$ cat src/hvi_pkg.sv
// Constants and types shared by the high-voltage indirect register bank
package hvi_pkg;

    // Clock rate, period in nanoseconds
    localparam int CORE_PERIOD_NS = 100;

    // Command codes written to the command register
    localparam logic [7:0] CMD_READ_CFG = 8'h00;
    localparam logic [7:0] CMD_READ_STA = 8'h02;
    localparam logic [7:0] CMD_WRITE_CFG = 8'h08;

    // Data window layout
    localparam int DAT_WIDTH = 12;
    localparam int DAT_TAG_LSB = 8;
    localparam int DAT_TAG_MSB = 11;
    localparam int DAT_BYTE_MSB = 7;

    // Configuration register fields
    localparam int CFG_LIN_EN_BIT = 0;
    localparam int CFG_PASSIVE_BIT = 1;
    localparam int CFG_REENABLE_BIT = 2;
    localparam int CFG_DIAG_BIT = 3;
    localparam int CFG_LVF_EN_BIT = 4;
    localparam logic [7:0] CFG_WRITE_MASK = 8'h1F;
    localparam logic [7:0] CFG_RESET = 8'h00;

    // Status register fields
    localparam int STA_SHORT_BIT = 0;
    localparam int STA_LVF_BIT = 2;
    localparam logic [7:0] STA_RESET = 8'h00;

    // Command register read-back fields
    localparam int CMDR_BUSY_BIT = 0;
    localparam int CMDR_RD_OK_BIT = 1;
    localparam int CMDR_WR_OK_BIT = 2;

    // Data window value after reset
    localparam logic [11:0] DAT_RESET = 12'h000;

    // Short circuit must persist longer than this
    localparam int SHORT_MIN_NS = 20000;
    localparam int SHORT_MIN_CYC = (SHORT_MIN_NS + CORE_PERIOD_NS - 1) / CORE_PERIOD_NS;

    // Longest serial transfer latency, rounded down
    localparam int XFER_MAX_NS = 10000;
    localparam int XFER_CYC = (XFER_MAX_NS / CORE_PERIOD_NS) < 1 ? 1 : (XFER_MAX_NS / CORE_PERIOD_NS);

    // Transfer engine states, Gray order
    typedef enum logic [0:0] {
        HVI_IDLE = 1'b0,
        HVI_XFER = 1'b1
    } hvi_state_e;

endpackage : hvi_pkg

$ cat src/hvi_short_filter.sv
// Synchroniser and persistence filter for the LIN short-circuit sense pin
`timescale 1ns/10ps
`default_nettype none
module hvi_short_filter
    import hvi_pkg::*;
#(
    parameter int MIN_CYC = SHORT_MIN_CYC
) (
    // Clock and reset
    input wire logic core_clk,
    input wire logic rst_n,
    // Raw sense pin
    input wire logic short_pin,
    // One-cycle detection pulse
    output logic detect_pulse
);

    logic sync1_r; // First synchroniser stage
    logic sync2_r; // Second synchroniser stage
    logic [$clog2(MIN_CYC + 2)-1:0] cnt_r; // Persistence count
    logic fired_r; // Already reported for this episode

    // Two-stage synchroniser
    always_ff @(posedge core_clk) begin
        if (!rst_n) begin
            sync1_r <= 1'b0;
            sync2_r <= 1'b0;
        end else begin
            sync1_r <= short_pin;
            sync2_r <= sync1_r;
        end
    end

    // Count while the short persists, fire once past the minimum
    always_ff @(posedge core_clk) begin
        if (!rst_n) begin
            cnt_r <= '0;
            fired_r <= 1'b0;
            detect_pulse <= 1'b0;
        end else begin
            detect_pulse <= 1'b0;
            if (!sync2_r) begin
                cnt_r <= '0;
                fired_r <= 1'b0;
            end else if (!fired_r) begin
                if (cnt_r > ($bits(cnt_r))'(MIN_CYC)) begin
                    detect_pulse <= 1'b1;
                    fired_r <= 1'b1;
                end else begin
                    cnt_r <= cnt_r + 1'b1;
                end
            end
        end
    end

endmodule : hvi_short_filter
`default_nettype wire

$ cat src/hvi_bank.sv
// High-voltage indirect configuration and status bank behind a command/data window
//
// Behaviour
// - Data bits 11:8 report command, read-only
// - Codes: 00 read cfg, 02 status, 08 write
// - Data bits 7:0 carry the register byte
// - Config resets zero, reached only by commands
// - Config bit 4 enables low-voltage flag
// - Config bit 3 switches diagnostic current source
// - Bit 2 re-enables driver, then self-clears
// - Bit 1 set: passive, driver stays on
// - Bit 1 clear: active, driver shut off
// - Short detected only after over 20 us
// - Interrupt reaches core only when enabled
// - Enabled interrupt event copies status into data window
// - Status bit 0 set on short, read-clears
// - Status bit 2 reports supply above threshold
// - Flag changes on drop or re-enable only
// - Busy during automatic copy, within 10 us
`timescale 1ns/10ps
`default_nettype none
module hvi_bank
    import hvi_pkg::*;
#(
    parameter int XFER_CYCLES = XFER_CYC,
    parameter int SHORT_CYCLES = SHORT_MIN_CYC
) (
    // Clock and reset
    input wire logic core_clk,
    input wire logic rst_n,
    // Command register port
    input wire logic cmd_wr,
    input wire logic [7:0] cmd_wdata,
    output logic [7:0] cmd_rdata,
    // Data window port
    input wire logic dat_wr,
    input wire logic [11:0] dat_wdata,
    output logic [11:0] dat_rdata,
    // Interrupt enable level and interrupt out
    input wire logic irq_enable,
    output logic hv_irq,
    // High-voltage side sense pins
    input wire logic lin_short_pin,
    input wire logic supply_low_pin,
    // High-voltage side controls
    output logic lin_xcvr_en,
    output logic lin_drv_en,
    output logic atten_diag_en,
    output logic low_voltage_flag_en
);

    // Transfer engine
    hvi_state_e state_r; // Engine state
    logic [$clog2(XFER_CYCLES + 1)-1:0] xfer_cnt_r; // Latency count
    logic [7:0] cur_cmd_r; // Command in flight
    logic auto_r; // Current transfer is an automatic copy
    logic auto_pend_r; // Automatic copy waiting for the engine
    logic rd_ok_r; // Last read completed
    logic wr_ok_r; // Last write completed

    // Register contents
    logic [11:0] hv_data_window_r; // Data window
    logic [7:0] hv_config_r; // Configuration register
    logic sta_short_r; // Status bit 0
    logic lvf_r; // Status bit 2 raw flag
    logic drv_off_r; // Driver shut off by protection
    logic lvf_en_d_r; // Previous flag enable, edge detect

    // Synchronised supply sense
    logic sup_s1_r; // First stage
    logic sup_s2_r; // Second stage

    // Internal events
    logic short_evt; // Short detected this cycle
    logic xfer_done; // Transfer finishes this cycle
    logic start_cmd; // Software command accepted
    logic start_auto; // Automatic copy starts
    logic [7:0] hv_status; // Assembled status byte
    logic cfg_write_now; // Config write lands this cycle
    logic sta_read_now; // Status read lands this cycle

    // Status byte assembly with zero reserved bits
    // Reserved bits 7:3 and 1 stay zero
    // Flag bit masked while the function is off
    function automatic logic [7:0] status_byte(input logic short_b, input logic lvf_b, input logic lvf_en);
        logic [7:0] s;
        s = STA_RESET;
        s[STA_SHORT_BIT] = short_b;
        s[STA_LVF_BIT] = lvf_b & lvf_en;
        return s;
    endfunction : status_byte

    // Data window word: command tag above byte
    // Low nibble of the code names the transfer
    // Every defined code fits in four bits
    function automatic logic [11:0] window_word(input logic [7:0] code, input logic [7:0] byte_v);
        return {code[3:0], byte_v};
    endfunction : window_word

    // Short-circuit persistence filter
    // One detection pulse per episode of the fault
    // Pin must drop before a new episode can fire
    // Glitches below the minimum never reach status
    hvi_short_filter #(
        .MIN_CYC(SHORT_CYCLES)
    ) hvi_short_filter_inst (
        .core_clk(core_clk),
        .rst_n(rst_n),
        .short_pin(lin_short_pin),
        .detect_pulse(short_evt)
    );

    // Supply sense synchroniser
    // Pin is asynchronous to the core clock
    // Only the second stage is read by logic
    always_ff @(posedge core_clk) begin
        if (!rst_n) begin
            // Both stages report a healthy supply
            sup_s1_r <= 1'b0;
            sup_s2_r <= 1'b0;
        end else begin
            // Shift the pin through both stages
            sup_s1_r <= supply_low_pin;
            sup_s2_r <= sup_s1_r;
        end
    end

    // Event decode
    // Busy includes a pending copy, so a command
    // Never starts while an automatic copy waits
    // Completion strobes exclude the automatic copy
    // So it never writes config or clears status
    always_comb begin
        hv_status = status_byte(sta_short_r, lvf_r, hv_config_r[CFG_LVF_EN_BIT]);
        xfer_done = (state_r == HVI_XFER) && (xfer_cnt_r == '0);
        start_cmd = cmd_wr && (state_r == HVI_IDLE) && !auto_pend_r;
        start_auto = (state_r == HVI_IDLE) && auto_pend_r;
        cfg_write_now = xfer_done && !auto_r && (cur_cmd_r == CMD_WRITE_CFG);
        sta_read_now = xfer_done && !auto_r && (cur_cmd_r == CMD_READ_STA);
    end

    // Pending automatic copy on an enabled interrupt event
    // Held until the engine is free to take it
    // A new event meeting the start keeps it set
    always_ff @(posedge core_clk) begin
        if (!rst_n) begin
            // No copy owed after reset
            auto_pend_r <= 1'b0;
        end else if (short_evt && irq_enable) begin
            // Enabled interrupt event seen
            auto_pend_r <= 1'b1;
        end else if (start_auto) begin
            // Engine has taken the copy
            auto_pend_r <= 1'b0;
        end
    end

    // Transfer engine: models serial latency to the high-voltage side
    // One transfer at a time with a fixed latency
    // Latency is the worst case of the serial link
    // So software timing never depends on link jitter
    // Counter reloads on every start and counts to zero
    always_ff @(posedge core_clk) begin
        if (!rst_n) begin
            // Idle, no transfer in flight
            state_r <= HVI_IDLE;
            xfer_cnt_r <= '0;
            cur_cmd_r <= CMD_READ_CFG;
            auto_r <= 1'b0;
        end else begin
            unique case (state_r)
                HVI_IDLE: begin
                    // Automatic copy takes precedence over a new command
                    if (start_auto) begin
                        // Copy status on behalf of the interrupt
                        state_r <= HVI_XFER;
                        xfer_cnt_r <= ($bits(xfer_cnt_r))'(XFER_CYCLES - 1);
                        cur_cmd_r <= CMD_READ_STA;
                        auto_r <= 1'b1;
                    end else if (start_cmd) begin
                        // Software command, code kept as written
                        state_r <= HVI_XFER;
                        xfer_cnt_r <= ($bits(xfer_cnt_r))'(XFER_CYCLES - 1);
                        cur_cmd_r <= cmd_wdata;
                        auto_r <= 1'b0;
                    end
                end
                HVI_XFER: begin
                    // Count down the serial latency
                    if (xfer_done) begin
                        // Last cycle of the transfer
                        state_r <= HVI_IDLE;
                    end else begin
                        // Still in flight
                        xfer_cnt_r <= xfer_cnt_r - 1'b1;
                    end
                end
            endcase
        end
    end

    // Completion flags for the command read-back
    // Valid only while busy is low
    // Cleared at start so a stale success never shows
    always_ff @(posedge core_clk) begin
        if (!rst_n) begin
            // No command has completed yet
            rd_ok_r <= 1'b0;
            wr_ok_r <= 1'b0;
        end else if (start_cmd || start_auto) begin
            // New transfer hides the old result
            rd_ok_r <= 1'b0;
            wr_ok_r <= 1'b0;
        end else if (xfer_done) begin
            // Reserved codes finish with both flags low
            rd_ok_r <= auto_r || (cur_cmd_r == CMD_READ_CFG) || (cur_cmd_r == CMD_READ_STA);
            wr_ok_r <= !auto_r && (cur_cmd_r == CMD_WRITE_CFG);
        end
    end

    // Data window: software byte, hardware tag
    // Completion beats a software byte write in one cycle
    // The write is then lost; software waits for busy low
    // Tag bits are owned by hardware, never by the bus
    always_ff @(posedge core_clk) begin
        if (!rst_n) begin
            // Empty window, tag of the read config code
            hv_data_window_r <= DAT_RESET;
        end else if (xfer_done) begin
            // Result or echo of the finished transfer
            unique case (cur_cmd_r)
                CMD_READ_CFG: begin
                    hv_data_window_r <= window_word(CMD_READ_CFG, hv_config_r);
                end
                CMD_READ_STA: begin
                    hv_data_window_r <= window_word(CMD_READ_STA, hv_status);
                end
                CMD_WRITE_CFG: begin
                    hv_data_window_r <= window_word(CMD_WRITE_CFG, hv_data_window_r[7:0]);
                end
                default: begin
                    // Reserved command leaves the window alone
                    hv_data_window_r <= hv_data_window_r;
                end
            endcase
        end else if (dat_wr) begin
            // Only the byte is writable; tag bits ignore writes
            hv_data_window_r[DAT_BYTE_MSB:0] <= dat_wdata[DAT_BYTE_MSB:0];
        end
    end

    // Configuration register, reachable only by the write command
    // Reserved bits are masked before storing
    // Re-enable bit lives one cycle, a strobe for the driver
    always_ff @(posedge core_clk) begin
        if (!rst_n) begin
            // Everything off after reset
            hv_config_r <= CFG_RESET;
        end else if (cfg_write_now) begin
            // Write lands as the transfer completes
            hv_config_r <= hv_data_window_r[7:0] & CFG_WRITE_MASK;
        end else if (hv_config_r[CFG_REENABLE_BIT]) begin
            // Self-clear after one cycle
            hv_config_r[CFG_REENABLE_BIT] <= 1'b0;
        end
    end

    // Driver shut-off under active protection
    // Passive mode leaves the driver on and only reports
    // A new short beats a re-enable in the same cycle
    always_ff @(posedge core_clk) begin
        if (!rst_n) begin
            // Driver free after reset
            drv_off_r <= 1'b0;
        end else if (short_evt && !hv_config_r[CFG_PASSIVE_BIT]) begin
            // Short under active protection
            drv_off_r <= 1'b1;
        end else if (hv_config_r[CFG_REENABLE_BIT]) begin
            // Released by the re-enable strobe
            drv_off_r <= 1'b0;
        end
    end

    // Short status bit, detection wins over a read-clear
    // Automatic copy leaves it set, so the interrupt
    // Stays up until software reads status itself
    always_ff @(posedge core_clk) begin
        if (!rst_n) begin
            // No fault recorded after reset
            sta_short_r <= 1'b0;
        end else if (short_evt) begin
            // Detection first
            sta_short_r <= 1'b1;
        end else if (sta_read_now) begin
            // Cleared by a completed status read
            sta_short_r <= 1'b0;
        end
    end

    // Low-voltage flag: set on enable edge, cleared by supply drop
    // Supply low wins over the enable edge, so a flag
    // Enabled during a drop reads zero
    // Disabled function freezes the raw flag
    always_ff @(posedge core_clk) begin
        if (!rst_n) begin
            // Flag and edge register start low
            lvf_r <= 1'b0;
            lvf_en_d_r <= 1'b0;
        end else begin
            // Edge register follows the enable every cycle
            lvf_en_d_r <= hv_config_r[CFG_LVF_EN_BIT];
            if (hv_config_r[CFG_LVF_EN_BIT] && sup_s2_r) begin
                // Supply dropped while enabled
                lvf_r <= 1'b0;
            end else if (hv_config_r[CFG_LVF_EN_BIT] && !lvf_en_d_r) begin
                // Fresh enable with a healthy supply
                lvf_r <= 1'b1;
            end
        end
    end

    // Command read-back byte
    // Bits 7:3 read as zero
    // Busy covers the engine and a pending copy
    always_comb begin
        cmd_rdata = 8'h00;
        cmd_rdata[CMDR_BUSY_BIT] = (state_r == HVI_XFER) || auto_pend_r;
        cmd_rdata[CMDR_RD_OK_BIT] = rd_ok_r;
        cmd_rdata[CMDR_WR_OK_BIT] = wr_ok_r;
    end

    // Register-driven outputs
    // Driver needs the transceiver enabled as well
    // Interrupt is the status bit gated by its enable
    always_comb begin
        dat_rdata = hv_data_window_r;
        hv_irq = sta_short_r && irq_enable;
        lin_xcvr_en = hv_config_r[CFG_LIN_EN_BIT];
        lin_drv_en = hv_config_r[CFG_LIN_EN_BIT] && !drv_off_r;
        atten_diag_en = hv_config_r[CFG_DIAG_BIT];
        low_voltage_flag_en = hv_config_r[CFG_LVF_EN_BIT];
    end

endmodule : hvi_bank
`default_nettype wire

$ cat config.mk
export PLATFORM = sky130hd
export DESIGN_NAME = hvi_bank
export DESIGN_NICKNAME = d
export VERILOG_FILES = /design/src/hvi_pkg.sv /design/src/hvi_short_filter.sv /design/src/hvi_bank.sv
export SDC_FILE = /design/constraint.sdc
export NUM_CORES = 1
export LEC_CHECK = 0
export BUFFER_PORTS_ARGS = -buffer_cell sky130_fd_sc_hd__buf_2
export CELL_PAD_IN_SITES_DETAIL_PLACEMENT = 1
export CELL_PAD_IN_SITES_GLOBAL_PLACEMENT = 2
export CORE_UTILIZATION = 29
export CTS_CLUSTER_SIZE = 40
export DETAILED_ROUTE_END_ITERATION = 7
export PLACE_DENSITY = 0.75
export REMOVE_ABC_BUFFERS = 1
export SLEW_MARGIN = 20
export SYNTH_ARGS = -nofsm -noshare
export SYNTH_HDL_FRONTEND = slang
export SYNTH_SLANG_ARGS = --single-unit
$ cat constraint.sdc
create_clock -name core_clk -period 1.8 [get_ports core_clk]
set_input_delay 0 -clock core_clk [delete_from_list [all_inputs] [get_ports core_clk]]
set_output_delay 0 -clock core_clk [all_outputs]
set_load 0.01 [all_outputs]
# Word-level counts from Yosys, hierarchy flattened
# Cells that the tools add are included.
[word_totals]
latch_bits = 0
memories = 0
wordCells = 101
ramBits = 0
inputBits = 27
romBits = 0
register_bits = 55
[op_classes]
n_mul = 0
bitwise = 6
n_mux = 23
n_reduce_logical = 41
n_eq_ne = 6
n_div = 0
n_shift = 0
add_sub_neg = 2
order_cmp = 1
[op_table]
columns = ["operator", "n"]
rows = [
  ["one-hot mux 12 bit (3 select lines)", 1],
  ["2-to-1 mux 8 bit", 4],
  ["2-to-1 mux 7 bit", 3],
  ["logical AND 1 bit", 14],
  ["one-hot mux 7 bit (2 select lines)", 1],
  ["2-to-1 mux 1 bit", 13],
  ["AND reduction 2 bit", 6],
  ["nonzero test 2 bit", 5],
  ["adder 8 x 1 -> 8 bit (second input constant)", 1],
  ["== test 8 x 2 -> 1 bit (second input constant)", 1],
  ["== test 8 x 4 -> 1 bit (second input constant)", 1],
  ["greater-than comparator 8 bit (second input constant)", 1],
  ["zero test 8 bit", 1],
  ["zero test 7 bit", 1],
  ["subtractor 7 x 1 -> 7 bit (second input constant)", 1],
  ["zero test 1 bit", 5],
  ["NOT 1 bit", 5],
  ["logical OR 1 bit", 4],
  ["inequality test 2 bit (second input constant)", 2],
  ["OR reduction 2 bit", 2],
  ["inequality test 3 x 1 -> 1 bit (second input constant)", 1],
  ["inequality test 3 bit (second input constant)", 1],
  ["AND reduction 3 bit", 1],
  ["nonzero test 3 bit", 1],
  ["other kinds (3)", 3],
]

# Logic depth before layout (Yosys ltp)
[depth]
word_depth = 6
ltp_mapped = 8
depth_no_buf = 7

# Modules after synthesis
# Synthesis repeated with hierarchy kept, for this count alone.
[hier_totals]
hier_cells = 284
hier_area_um2 = 2536.2
[modules_own_cells]
columns = ["mod", "seq_area_each_um2", "n_inst", "area_each_um2", "cells_per_inst"]
rows = [
  ["hvi_bank", 820.8, 1, 1958.1, 224],
  ["hvi_short_filter", 240.2, 1, 578.1, 60],
]

# Least setup slack after synthesis
# OpenSTA, ideal clock, no wires.
[synth_timing]
kind = "register to register"
from = "register xfer_cnt_r[0]"
to = "register xfer_cnt_r[5]"
synth_period_minus_slack_ps = 1757
setup_slack_ps = 43
stages_incl_launch_ff = 8
t_arrival_ps = 1622
required_ps = 1665
cell_sequence = "dfxtp_1 inv_1 ha_1 or3b_1 o41a_1 nand4_1 xor2_1 a21boi_1"
[synth_between]
elab_chain_len = 4
[synth_lines]
columns = ["element", "line", "rtl"]
rows = [
  ["start, declared", "hvi_bank.sv:54", "logic [$clog2(XFER_CYCLES + 1)-1:0] xfer_cnt_r;"],
  ["start signal, assigned", "hvi_bank.sv:177", "xfer_cnt_r <= ($bits(xfer_cnt_r))'(XFER_CYCLES - 1);"],
  ["start signal, assigned", "hvi_bank.sv:183", "xfer_cnt_r <= ($bits(xfer_cnt_r))'(XFER_CYCLES - 1);"],
  ["start signal, assigned", "hvi_bank.sv:195", "xfer_cnt_r <= xfer_cnt_r - 1'b1;"],
  ["branches (longest 4 deep; another with subtractor 7 x 1 -> 7 bit)", "--", ""],
]
# Parallel ways; which one is timed is not known. The select of a mux whose other input is x is not followed.
# A chain may end at the register's enable or synchronous reset.

# Worst setup path in the final report
[layout_timing]
from = "register xfer_cnt_r[1]"
to = "register xfer_cnt_r[3]"
# The elaborated chain is that of the path after synthesis.

==> flow_results.xml <==
<?xml version="1.0" encoding="UTF-8"?>
<metrics>
  <group name="synthesis">
    <metric name="top_ff_cell_synth" unit="">sky130_fd_sc_hd__dfxtp_1</metric>
    <metric name="share_of_synthesized_registers_carrying_an_async_set_or_reset" unit="">0</metric>
    <metric name="synth_seq_cells" unit="">53</metric>
    <metric name="ys_warn_count" unit="">0</metric>
    <metric name="synthCells" unit="">266</metric>
    <metric name="synth.cell_area" unit="mm²">0.00235</metric>
    <metric name="seq_area_frac_synth" unit="">0.451</metric>
    <metric name="post_synth_num_cell_types" unit="">48</metric>
    <metric name="post_synth.cell_area_avg" unit="µm²">8.84</metric>
    <metric name="synth_top_cell_area_share" unit="">0.451</metric>
    <metric name="synth_edf_count" unit="">0</metric>
    <metric name="synth_top_area_cell" unit="">sky130_fd_sc_hd__dfxtp_1</metric>
    <metric name="synthTopCellsByArea" unit="">sky130_fd_sc_hd__dfxtp_1 (45%), sky130_fd_sc_hd__nor2b_1 (4.8%), sky130_fd_sc_hd__o21ai_0 (4.0%), sky130_fd_sc_hd__and2_1 (4.0%), sky130_fd_sc_hd__nand2_1 (3.8%)</metric>
  </group>
  <group name="cells_and_area">
    <metric name="post_route_cells_drive_above_1_share" unit="">0.303</metric>
    <metric name="synthToLayoutAreaGrowth" unit="%">29.8</metric>
    <metric name="mostFrequentLayoutCell" unit="">sky130_fd_sc_hd__dfxtp_1</metric>
    <metric name="most-common-layout-cells" unit="">sky130_fd_sc_hd__dfxtp_1 (51), sky130_fd_sc_hd__buf_2 (40), sky130_fd_sc_hd__nand2_1 (20)</metric>
    <metric name="num-nets-final" unit="">359</metric>
    <metric name="antenna_cells_inserted" unit="">0</metric>
    <metric name="post-route-util" unit="">0.393</metric>
  </group>
  <group name="sta">
    <metric name="fin_crit" unit="ns">1.83</metric>
    <metric name="worst_slack" unit="ns">-0.0291</metric>
    <metric name="maxSlewViolCount" unit="">0</metric>
    <metric name="fmax" unit="MHz">547</metric>
    <metric name="worst_pin_slew" unit="ns">0.507</metric>
    <metric name="share_of_the_clock_period_used_by_the_worst_path_after_layout" unit="">1.02</metric>
    <metric name="setup_viol" unit="">1</metric>
    <metric name="finalHoldWorstSlack" unit="ns">0.0104</metric>
    <metric name="final_setup_tns" unit="ns">-0.0291</metric>
    <metric name="slew-limit-headroom" unit="">0.660</metric>
    <metric name="grt_setup_unrepaired" unit="">true</metric>
    <metric name="hold_viol" unit="">0</metric>
    <metric name="final.setup_skew" unit="ns">0.00592</metric>
  </group>
  <group name="pwr">
    <metric name="seq_power_share" unit="">0.521</metric>
    <metric name="power.total" unit="mW">2.47</metric>
    <metric name="p_clk_frac" unit="">0.294</metric>
    <metric name="pwr-share-comb" unit="">0.185</metric>
    <metric name="max-vdd-ir-drop" unit="mV">0.349</metric>
    <metric name="netSwitchingPower" unit="mW">0.665</metric>
    <metric name="leakage" unit="nW">1.28</metric>
    <metric name="netSwitchingFraction" unit="">0.269</metric>
    <metric name="pwr_density_cell" unit="mW/mm²">810</metric>
    <metric name="internal_power" unit="mW">1.81</metric>
  </group>
  <group name="floorplan">
    <metric name="initial_util" unit="">0.303</metric>
    <metric name="core" unit="mm²">0.00777</metric>
    <metric name="floorplan.die_area" unit="mm²">0.00848</metric>
    <metric name="dieWidth" unit="µm">92.1</metric>
    <metric name="die-height" unit="µm">92.1</metric>
    <metric name="num_io_pins" unit="">52</metric>
    <metric name="rows" unit="">32</metric>
  </group>
  <group name="detailed_routing">
    <metric name="first_iter_violations" unit="">60</metric>
    <metric name="route.antenna.remaining_nets" unit="">0</metric>
    <metric name="num_vias" unit="">2034</metric>
    <metric name="routed_wirelength" unit="µm">6050</metric>
    <metric name="drt_pass1_iterations" unit="">4</metric>
    <metric name="detail_route.vias_per_cell" unit="">4.71</metric>
    <metric name="post_drt_wl_per_cell" unit="µm">14.0</metric>
    <metric name="route.detailed.drc" unit="">0</metric>
  </group>
  <group name="placement">
    <metric name="detailed_place_hpwl" unit="µm">4350</metric>
    <metric name="place.port_buffers" unit="">40</metric>
    <metric name="place_worst_setup_slack" unit="ns">-0.0430</metric>
    <metric name="gp_congestion" unit="">0.777</metric>
  </group>
  <group name="setup_path">
    <metric name="crit_required" unit="ns">2.00</metric>
    <metric name="startpoint_type" unit="">flip-flop</metric>
    <metric name="worst_r2r_endpoint" unit="">xfer_cnt_r[3]</metric>
    <metric name="worstSetupEndpointType" unit="">flip-flop</metric>
    <metric name="critPathKind" unit="">flip-flop to flip-flop</metric>
    <metric name="worstPathArrival" unit="ns">2.02</metric>
    <metric name="timing.reg2reg.worst_path_depth" unit="">9</metric>
    <metric name="critical_path.max_fanout" unit="">5</metric>
    <metric name="setup.reg_to_reg.worst_slack" unit="ns">-0.03</metric>
    <metric name="reg2reg_from" unit="">xfer_cnt_r[1]</metric>
  </group>
  <group name="worst_hold_path">
    <metric name="holdPathEnd" unit="">dat_rdata[4]</metric>
    <metric name="worst_hold_startpoint" unit="">dat_wdata[4]</metric>
    <metric name="timing.hold.worst.class" unit="">input port to flip-flop</metric>
    <metric name="hold_depth" unit="">3</metric>
  </group>
  <group name="outcome">
    <metric name="violated_checks" unit="">negative setup slack</metric>
    <metric name="outcome" unit="">finished with violations</metric>
  </group>
  <group name="global_route">
    <metric name="grt_first_pass_wirelength" unit="µm">9890</metric>
    <metric name="antenna_found_initial" unit="">0</metric>
    <metric name="via_count_of_the_first_global_routing_pass" unit="">2055</metric>
    <metric name="maximum_number_of_pins_on_one_net_before_global_route_repair" unit="">19</metric>
    <metric name="gr-total-overflow" unit="">0</metric>
    <metric name="grt_usage" unit="">0.147</metric>
  </group>
  <group name="clock_network">
    <metric name="ctsRootBufferMaster" unit="">sky130_fd_sc_hd__clkbuf_8</metric>
    <metric name="tritoncts_clock_tree" unit="">built</metric>
    <metric name="cts_buffer_count" unit="">5</metric>
    <metric name="clockBufferDepth" unit="">2</metric>
    <metric name="ctsHtreeMaxLevel" unit="">2</metric>
    <metric name="clkSinkCount" unit="">53</metric>
    <metric name="insertion_delay" unit="ns">0.30</metric>
    <metric name="path_clk_slew" unit="ns">0.09</metric>
  </group>
  <group name="job">
    <metric name="max-cap-violations" unit="">0</metric>
  </group>
</metrics>
-- how the worst max path moves through the flow --
stage	start	endpoint	slack [ns]
finish	xfer_cnt_r[1]	xfer_cnt_r[3]	-0.03
global route	xfer_cnt_r[1]	xfer_cnt_r[3]	-0.15
CTS	xfer_cnt_r[1]	xfer_cnt_r[5]	-0.06
detailed placement	xfer_cnt_r[1]	xfer_cnt_r[5]	-0.04
global placement	xfer_cnt_r[0]	xfer_cnt_r[5]	0.02
floorplan	xfer_cnt_r[0]	xfer_cnt_r[5]	0.04
-- cell families after synthesis --
| family | count (synthesis) | share of synthesized area |
|---|---|---|
| other | 1 | 0.00159 |
| buffers and inverters | 29 | 0.0638 |
| AOI/OAI and AO/OA | 63 | 0.170 |
| DFF | 53 | 0.451 |
| and+or+nand+nor | 102 | 0.239 |
| xor gates and xnor gates | 10 | 0.0372 |
| adders and majority gates | 3 | 0.0160 |
| muxes | 5 | 0.0213 |
-- sequential cells by signal (all words and copies together), names as in the netlist, 5 cells and up --
name and count:
cur_cmd_r 8, dat_rdata 10, hv_config_r 5, hvi_short_filter_inst.cnt_r 8, xfer_cnt_r 7
-- worst max-delay path: stages, from the launching register on --
cell,delay (ns)
sky130_fd_sc_hd__dfxtp_2,0.34
sky130_fd_sc_hd__inv_2,0.07
sky130_fd_sc_hd__ha_4,0.13
sky130_fd_sc_hd__or3b_4,0.38
sky130_fd_sc_hd__buf_6,0.13
sky130_fd_sc_hd__o41ai_4,0.19
sky130_fd_sc_hd__buf_4,0.18
sky130_fd_sc_hd__nor4_2,0.04
sky130_fd_sc_hd__xnor2_1,0.21
sky130_fd_sc_hd__nor2_1,0.07
-- synth_stat cells, types with 2 or more instances --
cell type / number
sky130_fd_sc_hd__o21ai_0: 19
sky130_fd_sc_hd__inv_1: 10
sky130_fd_sc_hd__a31oi_1: 2
sky130_fd_sc_hd__clkbuf_1: 8
sky130_fd_sc_hd__and3_1: 3
sky130_fd_sc_hd__nand2_1: 24
sky130_fd_sc_hd__a22oi_1: 5
sky130_fd_sc_hd__nand3_1: 4
sky130_fd_sc_hd__nor2b_1: 18
sky130_fd_sc_hd__dfxtp_1: 53
sky130_fd_sc_hd__a21oi_1: 17
sky130_fd_sc_hd__mux2i_1: 5
sky130_fd_sc_hd__nor3_1: 3
sky130_fd_sc_hd__nor2_1: 19
sky130_fd_sc_hd__o22ai_1: 3
sky130_fd_sc_hd__nand2b_1: 3
sky130_fd_sc_hd__ha_1: 3
sky130_fd_sc_hd__xor2_1: 7
sky130_fd_sc_hd__nor4_1: 2
sky130_fd_sc_hd__buf_4: 9
sky130_fd_sc_hd__xnor2_1: 3
sky130_fd_sc_hd__a21boi_0: 3
sky130_fd_sc_hd__nand4_1: 4
sky130_fd_sc_hd__and2_1: 15
-- per-stage QoR --
step,cells,cell area [µm²]
2_1_floorplan,253,2260
3_3_place_gp,409,2700
3_5_place_dp,409,2700
4_1_cts,426,2900
5_1_grt,432,3050
6_report,432,3050
-- per-layer routing --
layer  vias up  track usage  share of wire  routed length (µm)
met5         -            0              0                   0
met4         0       0.0456          0.012                  71
met3         4       0.0249          0.029                 173
met2        30        0.249           0.48                2900
met1       984        0.189           0.48                2910
li1       1016            -              -                   -
-- power groups by stage --
stage | Sequential (mW) | Clock [mW] | Combinational [mW]
finish | 1.29 | 0.727 | 0.458
global route | 1.30 | 0.791 | 0.509
CTS | 1.28 | 0.768 | 0.404
detailed placement | 1.31 | 0 | 0.365
global placement | 1.30 | 0 | 0.358
floorplan | 1.31 | 0 | 0.197
-- repair_timing --
| action | in CTS | in global routing |
|---|---|---|
| hold endpoints to repair | 7 | 0 |
| setup endpoints to repair | 1 | 17 |
| pin swaps | 6 | 11 |
| hold buffers | 7 | 0 |
| gates cloned | 0 | 0 |
| setup buffers | 2 | 6 |
| gates resized for setup | 8 | 26 |
-- final cells by class --
type	count	area, µm²
fillers	939	4710
multi-input cells	190	1270
flip-flops and latches	53	1060
repair buffers	69	450
well taps	102	128
clock buffers	7	96.3
inverters	10	37.5
clock inverters	1	5.00
Power figures use the tool's default switching activity.
